`src/rtl/sspi_pkg.sv`:
```
// Constants and types shared by the synchronous serial port files
package sspi_pkg;

  // ----------------------------------------------------------------
  // Widths
  // ----------------------------------------------------------------
  localparam int REG_W = 8;
  localparam int ADDR_W = 3;
  localparam int DIV_W_MIN = 7;

  // ----------------------------------------------------------------
  // Register offsets
  // ----------------------------------------------------------------
  localparam logic [ADDR_W-1:0] OFS_CTRL_A = 3'h0;
  localparam logic [ADDR_W-1:0] OFS_CTRL_B = 3'h1;
  localparam logic [ADDR_W-1:0] OFS_INT_CTRL = 3'h2;
  localparam logic [ADDR_W-1:0] OFS_INT_FLAGS = 3'h3;
  localparam logic [ADDR_W-1:0] OFS_DATA = 3'h4;

  // ----------------------------------------------------------------
  // Field positions
  // ----------------------------------------------------------------
  localparam int CA_ENABLE = 0;
  localparam int CA_CLOCK_PRESCALER_LO = 1;
  localparam int CA_CLOCK_PRESCALER_HI = 2;
  localparam int CA_DOUBLE = 4;
  localparam int CA_HOST = 5;
  localparam int CA_ORDER = 6;
  localparam int CB_CPHA = 0;
  localparam int CB_CPOL = 1;
  localparam int CB_SSD = 2;
  localparam int CB_BUFFER_WAIT_RECEIVE = 6;
  localparam int CB_BUFFER_MODE_ENABLE = 7;
  localparam int FL_DRE = 4;
  localparam int FL_TXC = 5;
  localparam int FL_WCOL = 6;
  localparam int FL_IF = 7;

  // ----------------------------------------------------------------
  // Reset values and masks
  // ----------------------------------------------------------------
  localparam logic [REG_W-1:0] RST_CTRL_A = 8'h00;
  localparam logic [REG_W-1:0] RST_CTRL_B = 8'h00;
  localparam logic [REG_W-1:0] RST_INT_CTRL = 8'h00;
  localparam logic [REG_W-1:0] MASK_CTRL_A = 8'h77;
  localparam logic [REG_W-1:0] MASK_CTRL_B = 8'hc7;
  localparam logic [REG_W-1:0] MASK_INT = 8'hf0;

  // ----------------------------------------------------------------
  // Serial clock half periods in peripheral clocks, and the last edge count of a word
  // ----------------------------------------------------------------
  localparam logic [6:0] HALF_DIV4 = 7'h02;
  localparam logic [6:0] HALF_DIV16 = 7'h08;
  localparam logic [6:0] HALF_DIV64 = 7'h20;
  localparam logic [6:0] HALF_DIV128 = 7'h40;
  localparam logic [6:0] HALF_DIV2 = 7'h01;
  localparam logic [6:0] HALF_DIV8 = 7'h04;
  localparam logic [6:0] HALF_DIV32 = 7'h10;
  localparam logic [3:0] EDGE_LAST = 4'hf;

  // ----------------------------------------------------------------
  // Transfer states
  // ----------------------------------------------------------------
  typedef enum logic [0:0] {ST_IDLE, ST_SHIFT} xfer_state_t;

endpackage

```
`src/rtl/sck_if.sv`:
```
// Interface between the port core and its serial clock unit
`timescale 1ns/1ps
`default_nettype none
interface sck_if;
  logic host_run;
  logic clk_double;
  logic [1:0] prescaler;
  logic sck_pin;
  logic tick;
  logic client_edge;
  modport core (output host_run, clk_double, prescaler, sck_pin, input tick, client_edge);
  modport gen (input host_run, clk_double, prescaler, sck_pin, output tick, client_edge);
endinterface
`default_nettype wire

```
`src/rtl/sck_unit.sv`:
```
// Serial clock unit: host rate divider and client clock synchroniser
`timescale 1ns/1ps
`default_nettype none
module sck_unit
  import sspi_pkg::*;
#(
  parameter int DIV_W = 7
) (
  // Clock and reset
  input wire logic clk,
  input wire logic rst,
  // Link to the port core
  sck_if.gen sck
);

  // ----------------------------------------------------------------
  // Parameter check
  // ----------------------------------------------------------------
  if (DIV_W < DIV_W_MIN) begin : g_bad_div
    $error("DIV_W too small for the slowest rate");
  end

  // Half period chosen by prescaler and double-speed bit
  function automatic logic [DIV_W-1:0] half_count(input logic [1:0] clock_prescaler, input logic dbl);
    logic [6:0] h;
    h = HALF_DIV4;
    case ({dbl, clock_prescaler})
      3'h0: h = HALF_DIV4;
      3'h1: h = HALF_DIV16;
      3'h2: h = HALF_DIV64;
      3'h3: h = HALF_DIV128;
      3'h4: h = HALF_DIV2;
      3'h5: h = HALF_DIV8;
      3'h6: h = HALF_DIV32;
      3'h7: h = HALF_DIV64;
      default: h = HALF_DIV4;
    endcase
    half_count = DIV_W'(h);
  endfunction

  logic [DIV_W-1:0] div_cnt_ff;
  logic [DIV_W-1:0] half_last;
  logic meta_ff;
  logic sync_ff;
  logic prev_ff;

  assign half_last = half_count(sck.prescaler, sck.clk_double) - DIV_W'(1);

  // Divider restarts with each run so the first half period is whole
  always_ff @(posedge clk) begin
    if (rst || !sck.host_run) begin
      div_cnt_ff <= '0;
    end else if (div_cnt_ff == half_last) begin
      div_cnt_ff <= '0;
    end else begin
      div_cnt_ff <= div_cnt_ff + DIV_W'(1);
    end
  end

  assign sck.tick = sck.host_run && (div_cnt_ff == half_last);

  // Two-stage synchroniser, edge taken after the second stage
  always_ff @(posedge clk) begin
    if (rst) begin
      meta_ff <= 1'b0;
      sync_ff <= 1'b0;
      prev_ff <= 1'b0;
    end else begin
      meta_ff <= sck.sck_pin;
      sync_ff <= meta_ff;
      prev_ff <= sync_ff;
    end
  end

  assign sck.client_edge = sync_ff ^ prev_ff;

endmodule
`default_nettype wire

```
`src/rtl/sspi_port.sv`:
```
// Synchronous serial port, host or client, with register access
//
// Function
// - One 8-bit shift register exchanges one bit out and in per serial clock period.
// - Data writes load shift register normally, transmit buffer in buffer mode unless the host is idle.
// - Data reads return receive register normally, receive queue in buffer mode.
// - Host makes its serial clock; client synchronises and samples incoming clock.
// - Only the host starts transfers; client follows clock and select.
// - Host-to-client data on MOSI, client-to-host data on MISO.
// - Enabled port forces MISO input as host; MOSI, SCK, SS as client.
// - Pins set as outputs take their level from the port logic.
// - Client drives MISO while select is low and its direction is output, releases it when high.
// - A host data write while idle starts a new transfer.
// - Host normal mode: one-word transmit, two-word receive path.
// - Bit order selectable, same for both directions.
// - Prescaler and double bit give seven rates, fastest clock over two.
// - Select-disable set in host role ignores the select pin.
// - Mode field sets polarity and phase; buffer bits separate.
// - End-of-transfer flag and write-collision flag readable.
// - Host normal busy write corrupts data, sets collision; completion sets flag.
// - Host buffer mode receives into two-entry queue; overflow loses data.
// - Low select input drops host role and sets the transfer flag.
`timescale 1ns/1ps
`default_nettype none
module sspi_port
  import sspi_pkg::*;
#(
  parameter int DIV_W = 7
) (
  // Clock and reset
  input wire logic clk,
  input wire logic rst,
  // Register port
  input wire logic [ADDR_W-1:0] addr,
  input wire logic [REG_W-1:0] wdata,
  input wire logic wr,
  input wire logic rd,
  output logic [REG_W-1:0] rdata,
  // Pin directions from the port, high for output
  input wire logic mosi_dir,
  input wire logic miso_dir,
  input wire logic sck_dir,
  input wire logic ss_dir,
  // Serial pins
  input wire logic mosi_in,
  output logic mosi_out,
  output logic mosi_oe_n,
  input wire logic miso_in,
  output logic miso_out,
  output logic miso_oe_n,
  input wire logic sck_in,
  output logic sck_out,
  output logic sck_oe_n,
  input wire logic ss_in,
  output logic ss_out,
  output logic ss_oe_n,
  // Interrupt request
  output logic irq
);

  // ----------------------------------------------------------------
  // Helpers
  // ----------------------------------------------------------------
  function automatic logic hit(input logic [ADDR_W-1:0] a, input logic [ADDR_W-1:0] ofs);
    hit = (a == ofs);
  endfunction

  function automatic logic [REG_W-1:0] shift_in(input logic [REG_W-1:0] sh, input logic b, input logic lsb);
    shift_in = lsb ? {b, sh[REG_W-1:1]} : {sh[REG_W-2:0], b};
  endfunction

  function automatic logic out_bit(input logic [REG_W-1:0] sh, input logic lsb);
    out_bit = lsb ? sh[0] : sh[REG_W-1];
  endfunction

  // ----------------------------------------------------------------
  // Declarations
  // ----------------------------------------------------------------
  logic [REG_W-1:0] ctrl_a_ff;
  logic [REG_W-1:0] ctrl_b_ff;
  logic [REG_W-1:0] int_ctrl_ff;
  logic [REG_W-1:0] flags_ff;
  logic [REG_W-1:0] flags_view;
  logic [REG_W-1:0] shreg_ff;
  logic [REG_W-1:0] nxt_shreg;
  logic [REG_W-1:0] shifted;
  logic [REG_W-1:0] rx_word;
  logic [REG_W-1:0] txbuf_ff;
  logic txbuf_valid_ff;
  logic [REG_W-1:0] rxdata_ff;
  logic [REG_W-1:0] rxq_ff [0:1];
  logic rxq_wp_ff;
  logic rxq_rp_ff;
  logic [1:0] rxq_cnt_ff;
  logic [REG_W-1:0] rdata_ff;
  logic [3:0] edge_ff;
  logic sck_ff;
  logic dout_ff;
  xfer_state_t state_ff;
  xfer_state_t nxt_state;
  logic en, host, lsb_first, cpol, cpha, buffer_mode_enable, select_disable;
  logic busy, mid, lead, ev, sample_ev, out_ev, done;
  logic wr_data, rd_data, takeover, client_active, in_bit;
  logic load_wdata, load_buf, buf_write, wcol_set, push, pop;

  sck_if sck ();

  sck_unit #(.DIV_W(DIV_W)) u_sck (
    .clk(clk),
    .rst(rst),
    .sck(sck.gen)
  );

  if (DIV_W < DIV_W_MIN) begin : g_bad_div
    $error("DIV_W too small for the slowest rate");
  end

  // ----------------------------------------------------------------
  // Control decode
  // ----------------------------------------------------------------
  assign en = ctrl_a_ff[CA_ENABLE];
  assign host = ctrl_a_ff[CA_HOST];
  assign lsb_first = ctrl_a_ff[CA_ORDER];
  assign cpol = ctrl_b_ff[CB_CPOL];
  assign cpha = ctrl_b_ff[CB_CPHA];
  assign buffer_mode_enable = ctrl_b_ff[CB_BUFFER_MODE_ENABLE];
  assign select_disable = ctrl_b_ff[CB_SSD];
  assign wr_data = wr && hit(addr, OFS_DATA);
  assign rd_data = rd && hit(addr, OFS_DATA);
  assign busy = (state_ff == ST_SHIFT);
  // Client counts as mid-word once the first edge has arrived
  assign mid = busy && (host || (edge_ff != 4'h0));

  // Another host pulling select low takes the bus from us
  assign takeover = en && host && !select_disable && !ss_dir && !ss_in;
  assign client_active = en && !host && !ss_in;

  // ----------------------------------------------------------------
  // Clock unit link
  // ----------------------------------------------------------------
  assign sck.host_run = busy && host;
  assign sck.clk_double = ctrl_a_ff[CA_DOUBLE];
  assign sck.prescaler = ctrl_a_ff[CA_CLOCK_PRESCALER_HI:CA_CLOCK_PRESCALER_LO];
  assign sck.sck_pin = sck_in;

  // ----------------------------------------------------------------
  // Edge events
  // ----------------------------------------------------------------
  // Even edge counts are leading edges, odd ones trailing
  assign lead = !edge_ff[0];
  assign ev = busy && (host ? sck.tick : (sck.client_edge && client_active));
  assign sample_ev = ev && (lead ^ cpha);
  assign out_ev = ev && !(lead ^ cpha);
  assign done = ev && (edge_ff == EDGE_LAST);
  assign in_bit = host ? miso_in : mosi_in;
  assign shifted = shift_in(shreg_ff, in_bit, lsb_first);
  assign rx_word = sample_ev ? shifted : shreg_ff;

  // ----------------------------------------------------------------
  // Data write steering
  // ----------------------------------------------------------------
  // Host normal write while busy still lands, corrupting the word
  assign load_wdata = wr_data && en && (host ? (!buffer_mode_enable || !busy) : (!buffer_mode_enable && !mid));
  assign load_buf = buffer_mode_enable && txbuf_valid_ff && (done || (!host && !mid && !load_wdata));
  assign buf_write = wr_data && en && buffer_mode_enable && !load_wdata && !txbuf_valid_ff;
  assign wcol_set = wr_data && en && ((!buffer_mode_enable && mid) || (buffer_mode_enable && !load_wdata && txbuf_valid_ff));

  // ----------------------------------------------------------------
  // Shift register next value
  // ----------------------------------------------------------------
  always_comb begin
    nxt_shreg = shreg_ff;
    if (load_wdata) begin
      nxt_shreg = wdata;
    end else if (load_buf) begin
      nxt_shreg = txbuf_ff;
    end else if (sample_ev) begin
      nxt_shreg = shifted;
    end
  end

  // Shift register
  always_ff @(posedge clk) begin
    if (rst) begin
      shreg_ff <= '0;
    end else begin
      shreg_ff <= nxt_shreg;
    end
  end

  // Output bit follows the word when idle and moves on out edges
  always_ff @(posedge clk) begin
    if (rst) begin
      dout_ff <= 1'b0;
    end else if (!busy || out_ev || load_wdata || load_buf) begin
      dout_ff <= out_bit(nxt_shreg, lsb_first);
    end
  end

  // ----------------------------------------------------------------
  // Transfer state
  // ----------------------------------------------------------------
  always_comb begin
    nxt_state = state_ff;
    case (state_ff)
      ST_IDLE: begin
        if (load_wdata && host && !takeover) begin
          nxt_state = ST_SHIFT;
        end else if (client_active) begin
          nxt_state = ST_SHIFT;
        end
      end
      ST_SHIFT: begin
        if (!en || takeover) begin
          nxt_state = ST_IDLE;
        end else if (host && done && !load_buf) begin
          nxt_state = ST_IDLE;
        end else if (!host && !client_active) begin
          nxt_state = ST_IDLE; // partial word is dropped
        end
      end
      default: nxt_state = ST_IDLE;
    endcase
  end

  always_ff @(posedge clk) begin
    if (rst) begin
      state_ff <= ST_IDLE;
    end else begin
      state_ff <= nxt_state;
    end
  end

  // Edge counter wraps to zero after the last edge of a word
  always_ff @(posedge clk) begin
    if (rst || !busy) begin
      edge_ff <= 4'h0;
    end else if (ev) begin
      edge_ff <= edge_ff + 4'h1;
    end
  end

  // Host serial clock rests at the idle level between words
  always_ff @(posedge clk) begin
    if (rst || !(busy && host)) begin
      sck_ff <= cpol;
    end else if (sck.tick) begin
      sck_ff <= !sck_ff;
    end
  end

  // ----------------------------------------------------------------
  // Transmit buffer
  // ----------------------------------------------------------------
  always_ff @(posedge clk) begin
    if (rst) begin
      txbuf_ff <= '0;
      txbuf_valid_ff <= 1'b0;
    end else if (buf_write) begin
      txbuf_ff <= wdata;
      txbuf_valid_ff <= 1'b1;
    end else if (load_buf || !buffer_mode_enable) begin
      txbuf_valid_ff <= 1'b0;
    end
  end

  // ----------------------------------------------------------------
  // Receive paths
  // ----------------------------------------------------------------
  // Normal mode: shift register plus one holding register
  always_ff @(posedge clk) begin
    if (rst) begin
      rxdata_ff <= '0;
    end else if (done && !buffer_mode_enable) begin
      rxdata_ff <= rx_word;
    end
  end

  // Two-entry queue; a word arriving when full is lost
  assign push = done && buffer_mode_enable && (rxq_cnt_ff != 2'h2);
  assign pop = rd_data && buffer_mode_enable && (rxq_cnt_ff != 2'h0);

  always_ff @(posedge clk) begin
    if (rst) begin
      rxq_wp_ff <= 1'b0;
    end else if (push) begin
      rxq_ff[rxq_wp_ff] <= rx_word;
      rxq_wp_ff <= !rxq_wp_ff;
    end
  end

  always_ff @(posedge clk) begin
    if (rst) begin
      rxq_rp_ff <= 1'b0;
      rxq_cnt_ff <= 2'h0;
    end else begin
      if (pop) begin
        rxq_rp_ff <= !rxq_rp_ff;
      end
      rxq_cnt_ff <= rxq_cnt_ff + {1'b0, push} - {1'b0, pop};
    end
  end

  // ----------------------------------------------------------------
  // Control registers
  // ----------------------------------------------------------------
  // Takeover beats a software write in the same cycle
  always_ff @(posedge clk) begin
    if (rst) begin
      ctrl_a_ff <= RST_CTRL_A;
    end else if (takeover) begin
      ctrl_a_ff[CA_HOST] <= 1'b0;
    end else if (wr && hit(addr, OFS_CTRL_A)) begin
      ctrl_a_ff <= wdata & MASK_CTRL_A;
    end
  end

  always_ff @(posedge clk) begin
    if (rst) begin
      ctrl_b_ff <= RST_CTRL_B;
      int_ctrl_ff <= RST_INT_CTRL;
    end else begin
      if (wr && hit(addr, OFS_CTRL_B)) begin
        ctrl_b_ff <= wdata & MASK_CTRL_B;
      end
      if (wr && hit(addr, OFS_INT_CTRL)) begin
        int_ctrl_ff <= wdata & MASK_INT;
      end
    end
  end

  // ----------------------------------------------------------------
  // Flags, write one to clear, setting wins
  // ----------------------------------------------------------------
  always_ff @(posedge clk) begin
    if (rst) begin
      flags_ff <= '0;
    end else begin
      if (wr && hit(addr, OFS_INT_FLAGS)) begin
        flags_ff <= flags_ff & ~wdata;
      end
      if ((done && !buffer_mode_enable) || takeover) begin
        flags_ff[FL_IF] <= 1'b1;
      end
      if (wcol_set) begin
        flags_ff[FL_WCOL] <= 1'b1;
      end
      if (done && buffer_mode_enable && !txbuf_valid_ff) begin
        flags_ff[FL_TXC] <= 1'b1;
      end
      flags_ff[FL_DRE] <= 1'b0;
    end
  end

  // Buffer-empty is a live status, not a sticky bit
  assign flags_view = {flags_ff[REG_W-1:FL_DRE+1], buffer_mode_enable && !txbuf_valid_ff, flags_ff[FL_DRE-1:0]};
  assign irq = |(flags_view & int_ctrl_ff);

  // ----------------------------------------------------------------
  // Read data, valid only in the cycle after the strobe
  // ----------------------------------------------------------------
  always_ff @(posedge clk) begin
    if (rst || !rd) begin
      rdata_ff <= '0;
    end else begin
      case (addr)
        OFS_CTRL_A: rdata_ff <= ctrl_a_ff;
        OFS_CTRL_B: rdata_ff <= ctrl_b_ff;
        OFS_INT_CTRL: rdata_ff <= int_ctrl_ff;
        OFS_INT_FLAGS: rdata_ff <= flags_view;
        OFS_DATA: rdata_ff <= buffer_mode_enable ? rxq_ff[rxq_rp_ff] : rxdata_ff;
        default: rdata_ff <= '0;
      endcase
    end
  end

  assign rdata = rdata_ff;

  // ----------------------------------------------------------------
  // Pins
  // ----------------------------------------------------------------
  // Outputs only where the port direction says output and role allows
  assign sck_out = sck_ff;
  assign sck_oe_n = !(en && host && sck_dir);
  assign mosi_out = dout_ff;
  assign mosi_oe_n = !(en && host && mosi_dir);
  assign miso_out = dout_ff;
  assign miso_oe_n = !(en && !host && miso_dir && !ss_in);
  // Own select output goes low for the length of a host word
  assign ss_out = !(busy && host);
  assign ss_oe_n = !(en && host && ss_dir);
endmodule
`default_nettype wire

```
`config.mk`:
```
export PLATFORM = sky130hd
export DESIGN_NAME = sspi_port
export DESIGN_NICKNAME = d
export VERILOG_FILES = /design/src/rtl/sspi_pkg.sv /design/src/rtl/sck_if.sv /design/src/rtl/sck_unit.sv /design/src/rtl/sspi_port.sv
export SDC_FILE = /design/constraint.sdc
export NUM_CORES = 1
export LEC_CHECK = 0
export BUFFER_PORTS_ARGS = -buffer_cell sky130_fd_sc_hd__buf_2
export CAP_MARGIN = 20
export CORE_AREA = 2 2 83 100
export DETAILED_ROUTE_END_ITERATION = 12
export DIE_AREA = 0 0 85 102
export PLACE_DENSITY_LB_ADDON = 0.3
export SKIP_LAST_GASP = 1
export SLEW_MARGIN = 30
export SYNTH_ARGS = -nofsm -noshare
export SYNTH_HDL_FRONTEND = slang
export SYNTH_SLANG_ARGS = --single-unit
```
`constraint.sdc`:
```
create_clock -name clk -period 5.2 [get_ports clk]
set_input_delay 0.26 -clock clk [delete_from_list [all_inputs] [get_ports clk]]
set_output_delay 0.26 -clock clk [all_outputs]
set_load 0.1 [all_outputs]
```
Word-level counts from Yosys, hierarchy flattened
Memories as Yosys holds them, arrays and structs flattened. A register that Yosys moved wholly into a read port is not among the register bits.
Cells that the tools add are included.
{"block": "totals", "elab_cells": 177, "memories": 2, "regBits": 77, "mem_bits_rw": 16, "romBits": 56, "latchBits": 0}
{"block": "classes", "mul": 0, "bitwise_logic": 7, "n_lt_le_gt_ge": 0, "n_div": 0, "reduce_logical": 100, "n_addsub": 5, "n_eq_ne": 7, "shifts": 0, "mux": 31}
{"name": "(name not given)", "words": 8, "word_bits": 7, "read_ports": 1, "rd_ports_with_merged_regs": 1, "write_ports": 0, "line": "sck_unit.sv:27", "rtl": "case ({dbl, clock_prescaler})"}
{"name": "rxq_ff", "words": 2, "word_bits": 8, "read_ports": 1, "rd_ports_with_merged_regs": 1, "write_ports": 1, "line": "sspi_port.sv:91", "rtl": "logic [REG_W-1:0] rxq_ff [0:1];"}
{"cell": "$logic_and A1 B1 Y1", "n": 51}
{"cell": "$mux W8", "n": 6}
{"cell": "$pmux W8 S5", "n": 1}
{"cell": "$logic_not A1 Y1", "n": 24}
{"cell": "$mux W1", "n": 21}
{"cell": "$and A8 B8 Y8", "n": 2}
{"cell": "$logic_or A1 B1 Y1", "n": 13}
{"cell": "$reduce_bool A2 Y1", "n": 6}
{"cell": "$not A8 Y8", "n": 1}
{"cell": "$reduce_or A8 Y1", "n": 1}
{"cell": "$add A7 B1 Y7 const B", "n": 1}
{"cell": "$eq A7 B7 Y1", "n": 1}
{"cell": "$sub A7 B1 Y7 const B", "n": 1}
{"cell": "$eq A3 B2 Y1 const B", "n": 2}
{"cell": "$mux W3", "n": 2}
{"cell": "$add A4 B1 Y4 const B", "n": 1}
{"cell": "$eq A4 B4 Y1 const B", "n": 1}
{"cell": "$reduce_bool A4 Y1", "n": 1}
{"cell": "$reduce_or A2 Y1", "n": 2}
{"cell": "$eq A3 B1 Y1 const B", "n": 1}
{"cell": "$eq A3 B3 Y1 const B", "n": 1}
{"cell": "$logic_not A3 Y1", "n": 1}
{"cell": "$add A2 B1 Y2", "n": 1}
{"cell": "$ne A2 B2 Y1 const B", "n": 1}
{"cell": "other kinds (5)", "n": 7}

Longest topological paths before layout
{"block": "logic_depth", "depth_word": 16, "ltp_mapped": 15}

Modules after synthesis
Synthesis repeated with hierarchy kept, for this count alone.
{"block": "unflattened", "cells_unflattened": 493, "area_unflattened_um2": 4588.2}
{"mod": "sspi_port", "area_per_inst_um2": 3938.8, "n_inst": 1, "cells_per_inst": 416}
{"mod": "sck_unit", "area_per_inst_um2": 649.4, "n_inst": 1, "cells_per_inst": 77}

Worst setup path before layout
Ideal clock, no wire load.
{"block": "synth_timing", "path_kind": "register to register", "startpoint": "register (tool-made name)", "endpoint": "memory rxq_ff[1][0], enable pin", "setup_ps": 385, "path_stages_with_launch": 10, "slack_ps": 1749, "arrival_ps": 3066, "required_ps": 4815, "synth_period_minus_slack_ps": 3451, "cell_sequence": "dfxtp_1 -> inv_1 -> ha_1 -> xnor2_1 -> or4_4 -> nor4_2 -> nor2_1 -> or3_1 -> clkbuf_1 -> nor3b_1"}
{"item": "end: declaration", "line": "sspi_port.sv:91"}

==> flow_summary.json <==
{
  "ys_warn_count": 0,
  "cts_resized": 0,
  "finalSetupViolations": 0,
  "vias": 3683,
  "grt.total_usage_pct": 25.4,
  "htreeDepth": 3,
  "rsz0062_at_grt": "no",
  "drt_pre_antenna_iters": 5,
  "netlist-cell-type-count": 50,
  "leakagePower_nw": 1.96,
  "viasPerCell": 5.95,
  "cts_setup_buffers": 0,
  "io_pins": 40,
  "worst_hold_slack_ps": 117,
  "antenna_left": 0,
  "drc_errors": 0,
  "initialDrtViolationCount": 295,
  "grt_pass1_wl_microns": 17200,
  "start_util_pct": 60.7,
  "clk_latency_ps": 360,
  "synth_seq_cells": 100,
  "dpl_cell_area_sq_um": 4880,
  "start_kind": "register",
  "root_buffer": "clkbuf_8",
  "period_share_pct": 69.2,
  "synth_area_sq_um": 4650,
  "stdcell_area_sq_um": 5100,
  "worstMarginPinSlew_ps": 896,
  "dieHeight_microns": 102,
  "fin_util_pct": 66.5,
  "synthCells": 496,
  "max_freq_ghz": 0.278,
  "synth_commonest_cells": "90 x nor2_1, 83 x dfxtp_1, 48 x mux2i_1",
  "path_clk_slew_ps": 100,
  "synth_nets": 525,
  "synth_most_common_cell": "nor2_1",
  "drv_slew": 0,
  "slew_headroom_pct": 40.2,
  "finalSetupTns_ps": 0,
  "ys_async_sr_fraction_pct": 0,
  "yosys.area.top_type": "dfxtp_1",
  "fin_skew_ps": 11.2,
  "period_needed_ps": 3600,
  "synth_area_leaders": "dfxtp_1 36%, edfxtp_1 11%, mux2i_1 10%, nor2_1 7.3%, mux2_2 3.6%",
  "power_mw": 1.41,
  "place_congestion": 0.795,
  "die-area_sq_um": 8670,
  "cts_sinks": 100,
  "required_ps": 5440,
  "path_class": "register to register",
  "io_buffers": 39,
  "drive_gt1_share_pct": 15.7,
  "antenna_found_initial": 0,
  "core_sq_um": 7660,
  "hold_path_class": "input port to register",
  "synthToLayoutAreaGrowth_pct": 9.55,
  "dp_hpwl_microns": 7850,
  "final_hold_viol_count": 0,
  "cts_hold_buf": 0,
  "p_per_area_nw_per_um2": 277,
  "finalWirelength_microns": 10800,
  "cap_violations": 0,
  "die_x_microns": 85,
  "synth_ff_type": "dfxtp_1",
  "grt_max_degree": 54,
  "outcome": "finished, final reports clean",
  "worstPathMaxFanout": 7,
  "tritoncts": "yes",
  "first_global_vias": 3438,
  "yosysTopAreaCellShare_pct": 35.7,
  "avgRoutedWirePerCell_microns": 17.4,
  "ir_drop_mv": 0.188,
  "synth_edf_count": 17,
  "fp-row-count": 35,
  "cp.arrival_ps": 3840,
  "nets": 551,
  "syn_area_per_cell_sq_um": 9.38,
  "ys_seq_area_share_pct": 46.7,
  "cp-end-kind": "register",
  "cts_made_buffers": 9,
  "gr-total-overflow": 0,
  "cts_buffer_depth": 2,
  "antenna_cells": 0
}
## sequential cells by signal (all words and copies together), names as in the netlist, named ones only
signal,flops
rxq_cnt_ff,2
rxdata_ff,8
txbuf_ff,8
rdata,8
sck_out,1
ctrl_a_ff,6
u_sck.meta_ff,1
miso_out,1
int_ctrl_ff,4
rxq_ff,16
u_sck.div_cnt_ff,7
ctrl_b_ff,5
u_sck.prev_ff,1
u_sck.sync_ff,1
edge_ff,4
txbuf_valid_ff,1
shreg_ff,8
flags_ff,7
busy,1
rxq_wp_ff,1
rxq_rp_ff,1
## power breakdown
group          switching [mW]  internal, mW
registers             0.00888         0.792
clock network           0.263         0.252
logic                  0.0665        0.0300
## kinds of logic after synthesis
logic type                 Yosys count  synth area share, %
and+or+nand+nor                    178                 17.6
DFF                                100                 46.7
AOI/OAI and AO/OA                   82                 11.6
muxes                               64                 14.4
buffers and inverters               43                 3.76
xor gates and xnor gates            23                 4.33
adders and majority gates            6                 1.61
## layer usage
metal / up-vias / global-route usage [%] / share of wire, %
met5: - / 0 / 0
met4: 0 / 10.7 / 2.5
met3: 20 / 4.12 / 5.4
met2: 135 / 43.1 / 50
met1: 1733 / 32.3 / 42
li1: 1795 / - / -
## path summary, 6_finish.rpt
| check | startpoint | endpoint | slack (ps) | cells after the start |
|---|---|---|---|---|
| worst max register to register | register | rxq_cnt_ff[1] | 1600 | 13 |
| worst min register to register | flags_ff[1] | flags_ff[1] | 440 | 2 |
| worst max-delay path | register | rxq_cnt_ff[1] | 1600 | 13 |
| worst min-delay path | wdata[3] | flags_ff[3] | 120 | 2 |
## placed cells by master (no fill, tap or decap), types with 3 or more instances in the layout
cell / Yosys / routed
a21oi_1: 24 / 24
ha_1: 6 / 6
mux2i_1: 48 / 48
o211ai_1: 3 / 3
and3_1: 5 / 5
xor2_1: 9 / 9
o21ai_0: 17 / 17
nand2_1: 28 / 28
nor4_1: 4 / 4
clkbuf_8: 0 / 11
edfxtp_1: 17 / 17
a31oi_1: 6 / 6
nor3b_1: 5 / 3
nand3_1: 18 / 18
mux2_2: 15 / 15
o21a_1: 3 / 3
a211oi_1: 12 / 12
nor2b_1: 7 / 7
buf_2: 2 / 39
dfxtp_1: 83 / 83
xnor2_1: 14 / 14
nor3_1: 8 / 7
nor2_1: 90 / 90
inv_1: 16 / 16
## worst max-delay path, stage by stage (launching register included)
cell,delay (ps)
dfxtp_1,390
inv_1,60
ha_1,310
xnor2_1,130
or4_4,540
nor4_2,390
nor2_1,260
or3_1,510
ha_1,310
inv_1,40
ha_1,180
xnor2_1,170
xnor2_1,140
nor2_1,50
## metrics by stage
stage / cells / setup WS (ps)
finish: 619 / 1600
global route: 619 / 1360
CTS: 619 / 1370
detailed placement: 603 / 1400
global placement: 603 / 1530
floorplan: 496 / 1750
## final cells by class
class / count / area, sq um
inverters: 17 / 63.8
multi-input cells: 353 / 2330
repair buffers: 41 / 210
clock inverters: 4 / 53.8
flip-flops and latches: 100 / 2170
well taps: 92 / 115
clock buffers: 12 / 155
fillers: 621 / 2570
Note: power is estimated with default switching activity, not from simulation.
